==> config.mk <==
export PLATFORM = sky130hd
export DESIGN_NAME = scu_fifo_parity_ctrl
export DESIGN_NICKNAME = d
export VERILOG_FILES = /design/src/verilog/scu_pkg.sv /design/src/verilog/scu_fifo_parity_ctrl.sv /design/src/verilog/scu_fifo_mem.sv /design/src/verilog/scu_etu_tick.sv
export SDC_FILE = /design/constraint.sdc
export NUM_CORES = 1
export LEC_CHECK = 0
export ABC_AREA = 1
export BUFFER_PORTS_ARGS = -buffer_cell sky130_fd_sc_hd__buf_2
export CORE_UTILIZATION = 35
export DETAILED_ROUTE_END_ITERATION = 6
export GPL_TIMING_DRIVEN = 0
export PLACE_DENSITY = 0.56
export SLEW_MARGIN = 15
export SYNTH_ARGS = -nofsm -noshare
export SYNTH_HDL_FRONTEND = slang
export SYNTH_SLANG_ARGS = --single-unit
==> constraint.sdc <==
create_clock -name clk_sys -period 4.5 [get_ports clk_sys]
set_input_delay 0.225 -clock clk_sys [delete_from_list [all_inputs] [get_ports clk_sys]]
set_output_delay 0.225 -clock clk_sys [all_outputs]
set_load 0.03 [all_outputs]
==> src/verilog/scu_pkg.sv <==
// Purpose: Constants and types for the card UART flag, FIFO and parity block
// Assumes: One 100 MHz clock, 8-bit controller register port
// Notes: Functional notes below
// Functional notes
// - Flag set at character end, unless clean LAST_CHAR_TX_MODE
// - Flag set when receive buffer fills
// - Flag set on reception to transmission switch
// - Flag cleared at reset or interface disable
// - Flag cleared by transmit buffer write
// - Clear lands three cycles after access
// - Flag cleared by receive buffer read
// - Flag cleared on transmission to reception switch
// - Parity fault at limit plus one errors
// - Parity fault pulls host interrupt low
// - T0 good character resets error counter, except while parity fault is held
// - Parity fault held until status read
// - Limit zero: no resend, rewrite at 13.5 ETU
// - T1: counter idle, first error faults
// - T1 keeps characters with parity errors
// - Depth field 0..7 gives 1..8 characters
package scu_pkg;
  localparam logic [3:0] ADDR_FIFO_PARITY_CONTROL = 4'hc;
  localparam logic [3:0] ADDR_DATA_BUFFER         = 4'hd;
  localparam logic [3:0] ADDR_UART_STATUS         = 4'he;
  localparam int         FCR_LIMIT_LSB            = 4;
  localparam int         FCR_DEPTH_LSB            = 0;
  localparam int         USR_TBE_BIT              = 0;
  localparam int         USR_OVR_BIT              = 2;
  localparam int         USR_PE_BIT               = 3;
  localparam logic [2:0] FCR_LIMIT_RESET          = 3'h0;
  localparam logic [2:0] FCR_DEPTH_RESET          = 3'h0;
  localparam int         TBE_CLEAR_DELAY_CYC      = 3;
  localparam logic [1:0] CLR_LOAD                 = 2'(TBE_CLEAR_DELAY_CYC - 1);
  // Gaps in ETU, then in half ETU, measured from the previous start bit
  localparam real        RESEND_ETU               = 15.0;
  localparam real        REWRITE_ETU              = 13.5;
  localparam logic [5:0] RESEND_HALF_ETU          = 6'(int'(RESEND_ETU * 2.0));
  localparam logic [5:0] REWRITE_HALF_ETU         = 6'(int'(REWRITE_ETU * 2.0));
  localparam int         DEF_CLKS_PER_HALF_ETU    = 186;
  localparam int         FIFO_MAX_DEPTH           = 8;

  typedef struct packed {
    logic       valid;
    logic [7:0] data;
    logic       parityErr;
  } scu_rx_char_t;

  typedef struct packed {
    logic charEnd;
    logic nak;
  } scu_tx_result_t;

  typedef enum logic [1:0] {TX_IDLE, TX_WAIT, TX_BUSY} scu_tx_state_t;
endpackage

==> src/verilog/scu_fifo_parity_ctrl.sv <==
// Purpose: Buffer flag, receive FIFO depth and parity error control
// Assumes: Character engine reports receive and transmit results
// Notes: Registers at 0xc (control), 0xd (data), 0xe (status)
`timescale 1ns/100ps
module scu_fifo_parity_ctrl #(
  parameter int CLKS_PER_HALF_ETU = scu_pkg::DEF_CLKS_PER_HALF_ETU
) (
  input  wire logic                    clk_sys,
  input  wire logic                    sys_rst,
  input  wire logic [3:0]              busAddr,
  input  wire logic                    busWr,
  input  wire logic                    busRd,
  input  wire logic [7:0]              busWrData,
  output logic      [7:0]              busRdData,
  input  wire logic                    readerIfEnable,
  input  wire logic                    protoT1,
  input  wire logic                    txMode,
  input  wire logic                    lastCharTxMode,
  input  wire scu_pkg::scu_rx_char_t   rxChar,
  input  wire scu_pkg::scu_tx_result_t txResult,
  output logic                         txLaunch,
  output logic      [7:0]              txData,
  output logic                         fifoEmpty,
  output logic                         txEmptyRxFull,
  output logic                         hostIrqN
);
  typedef struct packed {
    logic [2:0]            retryLimit;
    logic [2:0]            depthSel;
    logic                  tbe;
    logic                  pe;
    logic                  ovr;
    logic [3:0]            errCnt;
    logic [1:0]            clrCnt;
    logic [2:0]            wrPtr;
    logic [2:0]            rdPtr;
    logic [3:0]            count;
    logic                  txModeQ;
    logic [7:0]            rdData;
    logic [7:0]            txData;
    scu_pkg::scu_tx_state_t txState;
    logic [5:0]            halfEtu;
    logic [5:0]            gap;
    logic                  launch;
    logic                  irqN;
  } scu_ctrl_state_t;

  scu_ctrl_state_t s;
  scu_ctrl_state_t next_s;

  logic       halfEtuTick;
  logic [7:0] memRdData;
  logic       wrUtr;
  logic       rdUrr;
  logic       rdUsr;
  logic       push;
  logic       setEv;
  logic       rxFullEv;
  logic       errEv;
  logic       goodEv;
  logic [3:0] depthLen;
  logic [3:0] limitLen;

  function automatic logic hit(input logic [3:0] a, input logic [3:0] target);
    return a == target;
  endfunction

  scu_etu_tick #(
    .CLKS_PER_HALF_ETU(CLKS_PER_HALF_ETU)
  ) uTick (
    .clk_sys    (clk_sys),
    .sys_rst    (sys_rst),
    .restart    (s.launch),
    .halfEtuTick(halfEtuTick)
  );

  scu_fifo_mem #(
    .WIDTH(8),
    .DEPTH(scu_pkg::FIFO_MAX_DEPTH)
  ) uMem (
    .clk_sys(clk_sys),
    .wrEn   (push),
    .wrAddr (s.wrPtr),
    .wrData (rxChar.data),
    .rdAddr (s.rdPtr),
    .rdData (memRdData)
  );

  always_comb
  begin
    next_s   = s;
    wrUtr    = busWr && hit(busAddr, scu_pkg::ADDR_DATA_BUFFER);
    rdUrr    = busRd && hit(busAddr, scu_pkg::ADDR_DATA_BUFFER);
    rdUsr    = busRd && hit(busAddr, scu_pkg::ADDR_UART_STATUS);
    depthLen = {1'b0, s.depthSel} + 4'h1;
    limitLen = {1'b0, s.retryLimit} + 4'h1;

    if (busWr && hit(busAddr, scu_pkg::ADDR_FIFO_PARITY_CONTROL))
    begin
      next_s.retryLimit = busWrData[scu_pkg::FCR_LIMIT_LSB +: 3];
      next_s.depthSel   = busWrData[scu_pkg::FCR_DEPTH_LSB +: 3];
    end

    // T0 drops bad characters so the card repeats them; T1 keeps them
    push = rxChar.valid && (protoT1 || !rxChar.parityErr)
           && (s.count < depthLen);
    rxFullEv = push && (s.count + 4'h1 == depthLen);
    if (rxChar.valid && (protoT1 || !rxChar.parityErr) && !push)
    begin
      next_s.ovr = 1'b1;
    end
    else if (rdUsr)
    begin
      next_s.ovr = 1'b0;
    end
    if (push)
    begin
      next_s.wrPtr = s.wrPtr + 3'h1;
    end
    if (rdUrr && s.count != 4'h0)
    begin
      next_s.rdPtr = s.rdPtr + 3'h1;
    end
    next_s.count = s.count + {3'h0, push} - {3'h0, rdUrr && s.count != 4'h0};

    if (busRd)
    begin
      next_s.rdData = 8'h00;
      if (rdUsr)
      begin
        next_s.rdData[scu_pkg::USR_TBE_BIT] = s.tbe;
        next_s.rdData[scu_pkg::USR_OVR_BIT] = s.ovr;
        next_s.rdData[scu_pkg::USR_PE_BIT]  = s.pe;
      end
      else if (rdUrr && s.count != 4'h0)
      begin
        next_s.rdData = memRdData;
      end
    end

    // Parity errors: T1 faults at once, T0 counts receive and NAK events
    errEv  = protoT1 ? (rxChar.valid && rxChar.parityErr)
                     : ((rxChar.valid && rxChar.parityErr) || (txResult.charEnd && txResult.nak));
    goodEv = !protoT1 && ((rxChar.valid && !rxChar.parityErr)
                          || (txResult.charEnd && !txResult.nak));
    if (rdUsr)
    begin
      next_s.pe = 1'b0;
    end
    if (protoT1)
    begin
      next_s.errCnt = 4'h0;
      if (errEv)
      begin
        next_s.pe = 1'b1;
      end
    end
    else if (errEv)
    begin
      if (s.errCnt + 4'h1 >= limitLen)
      begin
        next_s.pe     = 1'b1;
        next_s.errCnt = 4'h0;
      end
      else
      begin
        next_s.errCnt = s.errCnt + 4'h1;
      end
    end
    else if (goodEv && !s.pe)
    begin
      next_s.errCnt = 4'h0;
    end

    // Transmit pacing from the previous start bit
    next_s.launch = 1'b0;
    if (halfEtuTick && s.halfEtu != 6'h3f)
    begin
      next_s.halfEtu = s.halfEtu + 6'h01;
    end
    unique case (s.txState)
      scu_pkg::TX_IDLE:
      begin
        if (wrUtr)
        begin
          next_s.txData  = busWrData;
          next_s.gap     = scu_pkg::REWRITE_HALF_ETU;
          next_s.txState = scu_pkg::TX_WAIT;
        end
      end
      scu_pkg::TX_WAIT:
      begin
        if (wrUtr)
        begin
          next_s.txData = busWrData;
        end
        if (s.halfEtu >= s.gap)
        begin
          next_s.launch  = 1'b1;
          next_s.halfEtu = 6'h00;
          next_s.txState = scu_pkg::TX_BUSY;
        end
      end
      scu_pkg::TX_BUSY:
      begin
        if (txResult.charEnd)
        begin
          // Resend only while the NAK count does not exceed the limit
          if (!protoT1 && txResult.nak && s.errCnt + 4'h1 < limitLen)
          begin
            next_s.gap     = scu_pkg::RESEND_HALF_ETU;
            next_s.txState = scu_pkg::TX_WAIT;
          end
          else
          begin
            next_s.txState = scu_pkg::TX_IDLE;
          end
        end
      end
    endcase

    // Buffer flag: any set wins over a pending clear
    setEv = (txResult.charEnd && (txResult.nak || !lastCharTxMode))
            || rxFullEv
            || (txMode && !s.txModeQ);
    next_s.txModeQ = txMode;
    next_s.clrCnt  = (s.clrCnt != 2'h0) ? s.clrCnt - 2'h1 : 2'h0;
    if (wrUtr || rdUrr)
    begin
      next_s.clrCnt = scu_pkg::CLR_LOAD;
    end
    if (setEv)
    begin
      next_s.tbe = 1'b1;
    end
    else if (s.clrCnt == 2'h1 || (!txMode && s.txModeQ))
    begin
      next_s.tbe = 1'b0;
    end

    if (!readerIfEnable)
    begin
      next_s.tbe     = 1'b0;
      next_s.clrCnt  = 2'h0;
      next_s.pe      = 1'b0;
      next_s.ovr     = 1'b0;
      next_s.errCnt  = 4'h0;
      next_s.count   = 4'h0;
      next_s.wrPtr   = 3'h0;
      next_s.rdPtr   = 3'h0;
      next_s.txState = scu_pkg::TX_IDLE;
      next_s.launch  = 1'b0;
    end
    next_s.irqN = !(next_s.pe || next_s.ovr);
  end

  always_ff @(posedge clk_sys)
  begin
    if (sys_rst)
    begin
      s            <= '0;
      s.retryLimit <= scu_pkg::FCR_LIMIT_RESET;
      s.depthSel   <= scu_pkg::FCR_DEPTH_RESET;
      s.txState    <= scu_pkg::TX_IDLE;
      s.halfEtu    <= 6'h3f;
      s.irqN       <= 1'b1;
    end
    else
    begin
      s <= next_s;
    end
  end

  assign busRdData     = s.rdData;
  assign txLaunch      = s.launch;
  assign txData        = s.txData;
  assign fifoEmpty     = s.count == 4'h0;
  assign txEmptyRxFull = s.tbe;
  assign hostIrqN      = s.irqN;
endmodule // scu_fifo_parity_ctrl

==> src/verilog/scu_fifo_mem.sv <==
// Purpose: Character store for the receive FIFO
// Assumes: Write and read addresses managed by the owner
// Notes: Read data registered, one cycle behind the address
`timescale 1ns/100ps
module scu_fifo_mem #(
  parameter int WIDTH = 8,
  parameter int DEPTH = scu_pkg::FIFO_MAX_DEPTH
) (
  input  wire logic                     clk_sys,
  input  wire logic                     wrEn,
  input  wire logic [$clog2(DEPTH)-1:0] wrAddr,
  input  wire logic [WIDTH-1:0]         wrData,
  input  wire logic [$clog2(DEPTH)-1:0] rdAddr,
  output logic      [WIDTH-1:0]         rdData
);
  typedef struct packed {
    logic [DEPTH-1:0][WIDTH-1:0] mem;
    logic [WIDTH-1:0]            rdData;
  } scu_mem_state_t;

  scu_mem_state_t s;
  scu_mem_state_t next_s;

  if (DEPTH < 2 || WIDTH < 1)
  begin : gChk
    $error("scu_fifo_mem: unsupported size");
  end

  always_comb
  begin
    next_s = s;
    if (wrEn)
    begin
      next_s.mem[wrAddr] = wrData;
    end
    next_s.rdData = s.mem[rdAddr];
  end

  // No reset: contents are don't-care until written
  always_ff @(posedge clk_sys)
  begin
    s <= next_s;
  end

  assign rdData = s.rdData;
endmodule // scu_fifo_mem

==> src/verilog/scu_etu_tick.sv <==
// Purpose: Half-ETU enable pulse from the system clock
// Assumes: ETU is a whole number of system clocks times two
// Notes: restart realigns the phase to a start bit
`timescale 1ns/100ps
module scu_etu_tick #(
  parameter int CLKS_PER_HALF_ETU = scu_pkg::DEF_CLKS_PER_HALF_ETU
) (
  input  wire logic clk_sys,
  input  wire logic sys_rst,
  input  wire logic restart,
  output logic      halfEtuTick
);
  typedef struct packed {
    logic [15:0] cnt;
    logic        tick;
  } scu_tick_state_t;

  localparam logic [15:0] LAST = 16'(CLKS_PER_HALF_ETU - 1);

  scu_tick_state_t s;
  scu_tick_state_t next_s;

  if (CLKS_PER_HALF_ETU < 1 || CLKS_PER_HALF_ETU > 65536)
  begin : gChk
    $error("scu_etu_tick: divider out of range");
  end

  always_comb
  begin
    next_s = s;
    next_s.tick = 1'b0;
    if (restart || s.cnt == LAST)
    begin
      next_s.cnt = 16'h0000;
      next_s.tick = !restart;
    end
    else
    begin
      next_s.cnt = s.cnt + 16'h0001;
    end
  end

  always_ff @(posedge clk_sys)
  begin
    if (sys_rst)
    begin
      s <= '0;
    end
    else
    begin
      s <= next_s;
    end
  end

  assign halfEtuTick = s.tick;
endmodule // scu_etu_tick

# --- Word level (Yosys, flattened, before mapping) ---
# Index checks and enable logic that the tools add are counted.
totals:
  ff_bits: 147
  in_bits: 32
  out_inout_bits: 20
op_classes:
  reduce_logical: 59
  muxes: 43
  addsub: 11
  bitwise: 4
  n_eq_ne: 14
  magnitude_cmp: 7
op_table:
  columns: ["op", "count"]
  rows:
  - ["bitwise mux 64 bit", 1]
  - ["2-to-1 mux 8 bit", 5]
  - ["2-to-1 mux 6 bit", 5]
  - ["binary-select mux 8 bit (select 3 bit)", 1]
  - ["demux 8 bit (select 3 bit)", 1]
  - ["logical AND 1 bit", 22]
  - ["2-to-1 mux 4 bit", 5]
  - ["2-to-1 mux 18 bit", 1]
  - ["adder 16 x 1 -> 16 bit, second input constant", 1]
  - ["equality test 16 x 8 -> 1 bit, second input constant", 1]
  - ["one-hot mux 8 bit (2 select lines)", 1]
  - ["2-to-1 mux 1 bit", 14]
  - ["equality test 4 bit, second input constant", 3]
  - ["one-hot mux 6 bit (2 select lines)", 1]
  - ["logical NOT 1 bit", 10]
  - ["logical OR 1 bit", 10]
  - ["2-to-1 mux 10 bit", 1]
  - ["inequality test 2 bit, second input constant", 5]
  - ["nonzero test 2 bit", 5]
  - ["adder 3 x 1 -> 4 bit, second input constant", 2]
  - ["adder 4 x 1 -> 4 bit, second input constant", 2]
  - ["less-than comparator 3 x 4 -> 1 bit, second input constant", 2]
  - ["less-than comparator 4 bit", 2]
  - ["2-to-1 mux 2 bit", 4]
  - ["23 further kinds", 33]

# --- Longest topological paths before layout ---
logic_depth:
  ltp_word: 11
  mapped_depth: 14

# --- By module ---
# Synthesis repeated with hierarchy kept, for this count alone.
hier_totals:
  hier_cells: 871
  area_unflattened_um2: 7188.1
modules_own_cells:
  columns: ["module", "area_each_um2", "cells_per_inst", "instances"]
  rows:
  - ["scu_fifo_mem", 3139.3, 311, 1]
  - ["scu_fifo_parity_ctrl", 3133.0, 430, 1]
  - ["scu_etu_tick", 915.9, 130, 1]

# --- Worst setup path before layout ---
# Ideal clock, no wire load.
synth_path:
  path_kind: "register to register"
  start: "reg s[52] in the netlist's numbering"
  end: "reg s[35] in the netlist's numbering"
  path_stages_with_launch: 14
  arrival_time_ns: 2.348
  period_less_slack_ns: 2.477
  setup_ns: 0.129
  path_buffers: 0
  setup_slack_ns: 2.023
  path_cell_list: "dfxtp_1 -> ha_1 -> xnor2_1 -> ha_1 -> nand2_1 -> o21bai_1 -> nand3_2 -> ha_1 -> inv_1 -> ha_1 -> inv_1 -> fa_1 -> xor2_1 -> nor2_1"
synth_via:
  elab_chain_cells: 5
synth_lines:
  columns: ["item", "line", "text"]
  rows:
  - ["from (decl)", "scu_fifo_parity_ctrl.sv:48", "scu_ctrl_state_t s;"]
  - ["from (signal assigned)", "scu_fifo_parity_ctrl.sv:270", "s <= next_s;"]
  - ["adder 3 x 1 -> 4 bit", "scu_fifo_parity_ctrl.sv:95", "depthLen = {1'b0, s.depthSel} + 4'h1;"]
  - ["less-than comparator 4 bit", "scu_fifo_parity_ctrl.sv:106", "&& (s.count < depthLen);"]
  - ["logical AND 1 bit", "scu_fifo_parity_ctrl.sv:106", null]
  - ["adder 4 x 1 -> 4 bit", "scu_fifo_parity_ctrl.sv:124", "next_s.count = s.count + {3'h0, push} - {3'h0, rdUrr && s.count != 4'h0};"]
  - ["subtractor 4 x 1 -> 4 bit", "scu_fifo_parity_ctrl.sv:124", null]
# No other way between the ends.
# A chain may end at the register's enable or synchronous reset.

# --- Worst setup path after layout ---
# Same ends and word-level chain as after synthesis.

==> flow_summary.json <==
{
  "die_h_um": 139.7,
  "final_util": 0.4251,
  "cts_inserted_buffers": 17,
  "detailed_placer_s_ending_hpwl_mm": 10.18,
  "gr-total-overflow": 0,
  "synth_xor_area_frac": 0.01980,
  "synthSimpleGateAreaFrac": 0.1969,
  "status": "finished clean",
  "final_design_area_no_fill_mm2": 0.007766,
  "wl_met1_mm": 6.855,
  "net_sw_power_uw": 726.5,
  "synth.distinct_cells": 41,
  "post-place-ws_ps": 1712,
  "yosys.area.top_type_share": 0.2896,
  "synth_mux_area_frac": 0,
  "gpl.final_weighted_congestion": 0.7919,
  "cts_hold_buf": 0,
  "crit_type": "flip-flop to flip-flop",
  "synth_top_family_by_area": "simple AND/OR/NAND/NOR gates",
  "cts_setup_buffers": 0,
  "drv_slew": 0,
  "cp_max_fo": 8,
  "sw_frac_of_total": 0.2457,
  "met2_wirelength_mm": 6.345,
  "path_clk_slew_ps": 70,
  "first_iter_violations": 209,
  "highest_metal_layer_with_signal_wires": "met4",
  "clock_power_share": 0.476,
  "data_arrival_time_of_the_worst_path_ps": 3080,
  "post_cts_resize_count": 0,
  "post_placement_cell_count": 1025,
  "synthCells": 745,
  "rsz0062_at_grt": "no",
  "ctsRootBufferMaster": "sky130_fd_sc_hd__clkbuf_16",
  "tritoncts": "done",
  "synth_adder_area_share": 0.06336,
  "firstDrtPassIters": 5,
  "worst_path_required_time_ps": 4800,
  "combPwrFrac": 0.050,
  "min_delay_path_class": "primary input to flip-flop",
  "clk_latency_ps": 430,
  "synthesis.area_mm2": 0.006635,
  "synth.net_count": 810,
  "fmax_mhz": 359.2,
  "ys.flop_type": "sky130_fd_sc_hd__dfxtp_1",
  "nets": 880,
  "core-area_mm2": 0.01827,
  "setup.worst_path.start_class": "flip-flop",
  "cellInternalPower_uw": 2230,
  "hold_viol": 0,
  "synth_area_per_cell_um2": 8.906,
  "final_cell_count_no_fill": 1057,
  "yosysTopAreaCell": "sky130_fd_sc_hd__edfxtp_1",
  "initial_core_util": 0.3632,
  "post-route-period-util": 0.6187,
  "clock_skew_ps": 16.89,
  "die_w_um": 139.7,
  "dpl-instance-area_mm2": 0.007177,
  "seqPwrFrac": 0.474,
  "synth-compound-area-share": 0.1084,
  "ios": 52,
  "n_fill_cell": 1800,
  "cp-end-kind": "flip-flop",
  "timing_worst_slew_pin_value_ps": 773.9,
  "multi_input_comb_area_mm2": 0.002577,
  "antenna_found_initial": 0,
  "irDropWorstVdd_mv": 0.2499,
  "seq_area_mm2": 0.003523,
  "buffer_ports.inserted": 51,
  "detailroute.via_count": 4956,
  "postSynthRegisterBits": 144,
  "min_period_ps": 2784,
  "number_of_global_route_vias_before_repair": 4672,
  "antenna_cells": 0,
  "timing.final.ws_setup_ps": 1716,
  "gr-usage-all-layers": 0.1517,
  "power.static_leakage_uw": 0.003139,
  "route.final.wire_length_mm": 13.75,
  "wl_met3_um": 389,
  "std_cell_rows": 49,
  "die-area_mm2": 0.01951,
  "synth_edf_count": 64,
  "finalSetupViolations": 0,
  "clock_path_buffers": 2,
  "drt-wirelength-per-cell_um": 13.01,
  "power.density_mw_per_mm2": 380.7,
  "fraction_of_final_layout_cells_sized_beyond_drive_strength_1": 0.1534,
  "ys.warnings.count": 0,
  "drc": 0,
  "htree_levels": 4,
  "synth_seq_area_share": 0.5310,
  "first_pass_grt_wire_length_mm": 22.99,
  "synth.top_cells.by_area": "sky130_fd_sc_hd__edfxtp_1 29%, sky130_fd_sc_hd__dfxtp_1 24%, sky130_fd_sc_hd__nand2_1 8.0%",
  "ys_async_sr_fraction": 0,
  "cap_violations": 0,
  "cts.sinks": 144,
  "drt-vias-per-instance": 4.689,
  "setup_total_negative_slack_ps": 0,
  "largest_net_degree_at_the_start_of_global_routing": 17,
  "ant_nets": 0,
  "area_growth_synth_to_finish_pct": 17.05,
  "timing.max_slew.rel_slack": 0.4821
}
==> power groups by stage <==
stage	Combinational [µW]	Sequential (µW)	Clock (µW)
CTS	149	1400	1440
detailed placement	148	1430	0
finish	146	1400	1410
global route	168	1400	1500
global placement	147	1430	0
floorplan	91.4	1430	0
==> Yosys cell counts, types with 3 or more instances <==
library cell and instances:
sky130_fd_sc_hd__xnor2_1 4, sky130_fd_sc_hd__edfxtp_1 64, sky130_fd_sc_hd__a21oi_1 50, sky130_fd_sc_hd__nand2_1 141, sky130_fd_sc_hd__dfxtp_1 80, sky130_fd_sc_hd__ha_1 32, sky130_fd_sc_hd__nand3_1 32, sky130_fd_sc_hd__buf_4 20
sky130_fd_sc_hd__inv_2 4, sky130_fd_sc_hd__buf_2 3, sky130_fd_sc_hd__xor2_1 11, sky130_fd_sc_hd__nor2_1 107, sky130_fd_sc_hd__o21ai_0 37, sky130_fd_sc_hd__inv_1 80, sky130_fd_sc_hd__a31oi_1 3, sky130_fd_sc_hd__nand4_1 3
sky130_fd_sc_hd__or2_0 5, sky130_fd_sc_hd__o21ai_1 9, sky130_fd_sc_hd__o32ai_1 16, sky130_fd_sc_hd__nand2_2 3, sky130_fd_sc_hd__clkbuf_1 7, sky130_fd_sc_hd__nor3_1 9
==> final timing paths <==
check	slack, ps	to	start	depth (start not counted)
min	50	s[32]	txMode	3
min reg2reg	440	busRdData[4]	uMem.rdData[4]	2
max	1720	s[35]	s[52]	13
max reg2reg	1720	s[35]	s[52]	13
==> worst max-delay path, stage by stage (launching register included) <==
cell and delay (ps):
sky130_fd_sc_hd__dfxtp_1 330, sky130_fd_sc_hd__ha_1 230, sky130_fd_sc_hd__xnor2_1 240, sky130_fd_sc_hd__ha_1 280, sky130_fd_sc_hd__nand2_1 60, sky130_fd_sc_hd__o21bai_1 130, sky130_fd_sc_hd__nand3_2 200, sky130_fd_sc_hd__ha_1 340
sky130_fd_sc_hd__inv_1 50, sky130_fd_sc_hd__ha_1 150, sky130_fd_sc_hd__inv_1 50, sky130_fd_sc_hd__fa_1 370, sky130_fd_sc_hd__xor2_1 150, sky130_fd_sc_hd__nor2_1 50
==> layout make-up <==
type / count / area share
plain buffers: 34 / 0.02771
clock buffers: 17 / 0.05478
clock inverters: 15 / 0.02111
inverters: 85 / 0.04108
multi-input cells: 482 / 0.3319
flip-flops and latches: 144 / 0.4537
well taps: 229 / 0.03689
repair buffers: 51 / 0.03287
==> metal layers <==
metal	global-route usage	vias up
met2	0.2432	68
met4	0.05552	0
met5	0	-
li1	-	2610
met1	0.1974	2265
met3	0.03785	13
==> sequential cells by signal, indices dropped and copies added, names as in the netlist <==
name               count
uTick.s               16
txEmptyRxFull          1
uMem.rdData            8
s                     36
txLaunch               1
busRdData              8
txData                 8
hostIrqN               1
uTick.halfEtuTick      1
uMem.s                64
==> cell families (layout without fill, tap and decap cells) <==
| kind of cell | Yosys count | count (layout) |
|---|---|---|
| AO/OA/AOI/OAI | 124 | 124 |
| buffers and inverters | 119 | 202 |
| flip-flops | 144 | 144 |
| adder cells (fa/ha/maj) | 33 | 33 |
| XOR/XNOR | 15 | 15 |
| AND/OR/NAND/NOR | 310 | 310 |
==> layout by cell type, fill, tap and decap left out, drive strengths merged, types with 25 or more instances in the layout <==
| master | n |
|---|---|
| inv | 94 |
| buf | 77 |
| ha | 32 |
| a21oi | 52 |
| clkbuf | 25 |
| edfxtp | 64 |
| nor2 | 108 |
| nand2 | 144 |
| dfxtp | 80 |
| nand3 | 34 |
| o21ai | 47 |
==> through the flow <==
stage / total power (µW) / hold slack [ps]
2_1_floorplan: 1523 / 294.4
3_3_place_gp: 1578 / 429.2
3_5_place_dp: 1580 / 433.0
4_1_cts: 2988 / 38.87
5_1_grt: 3071 / 66.78
6_report: 2957 / 46.45
(Power assumes the default switching activity.)
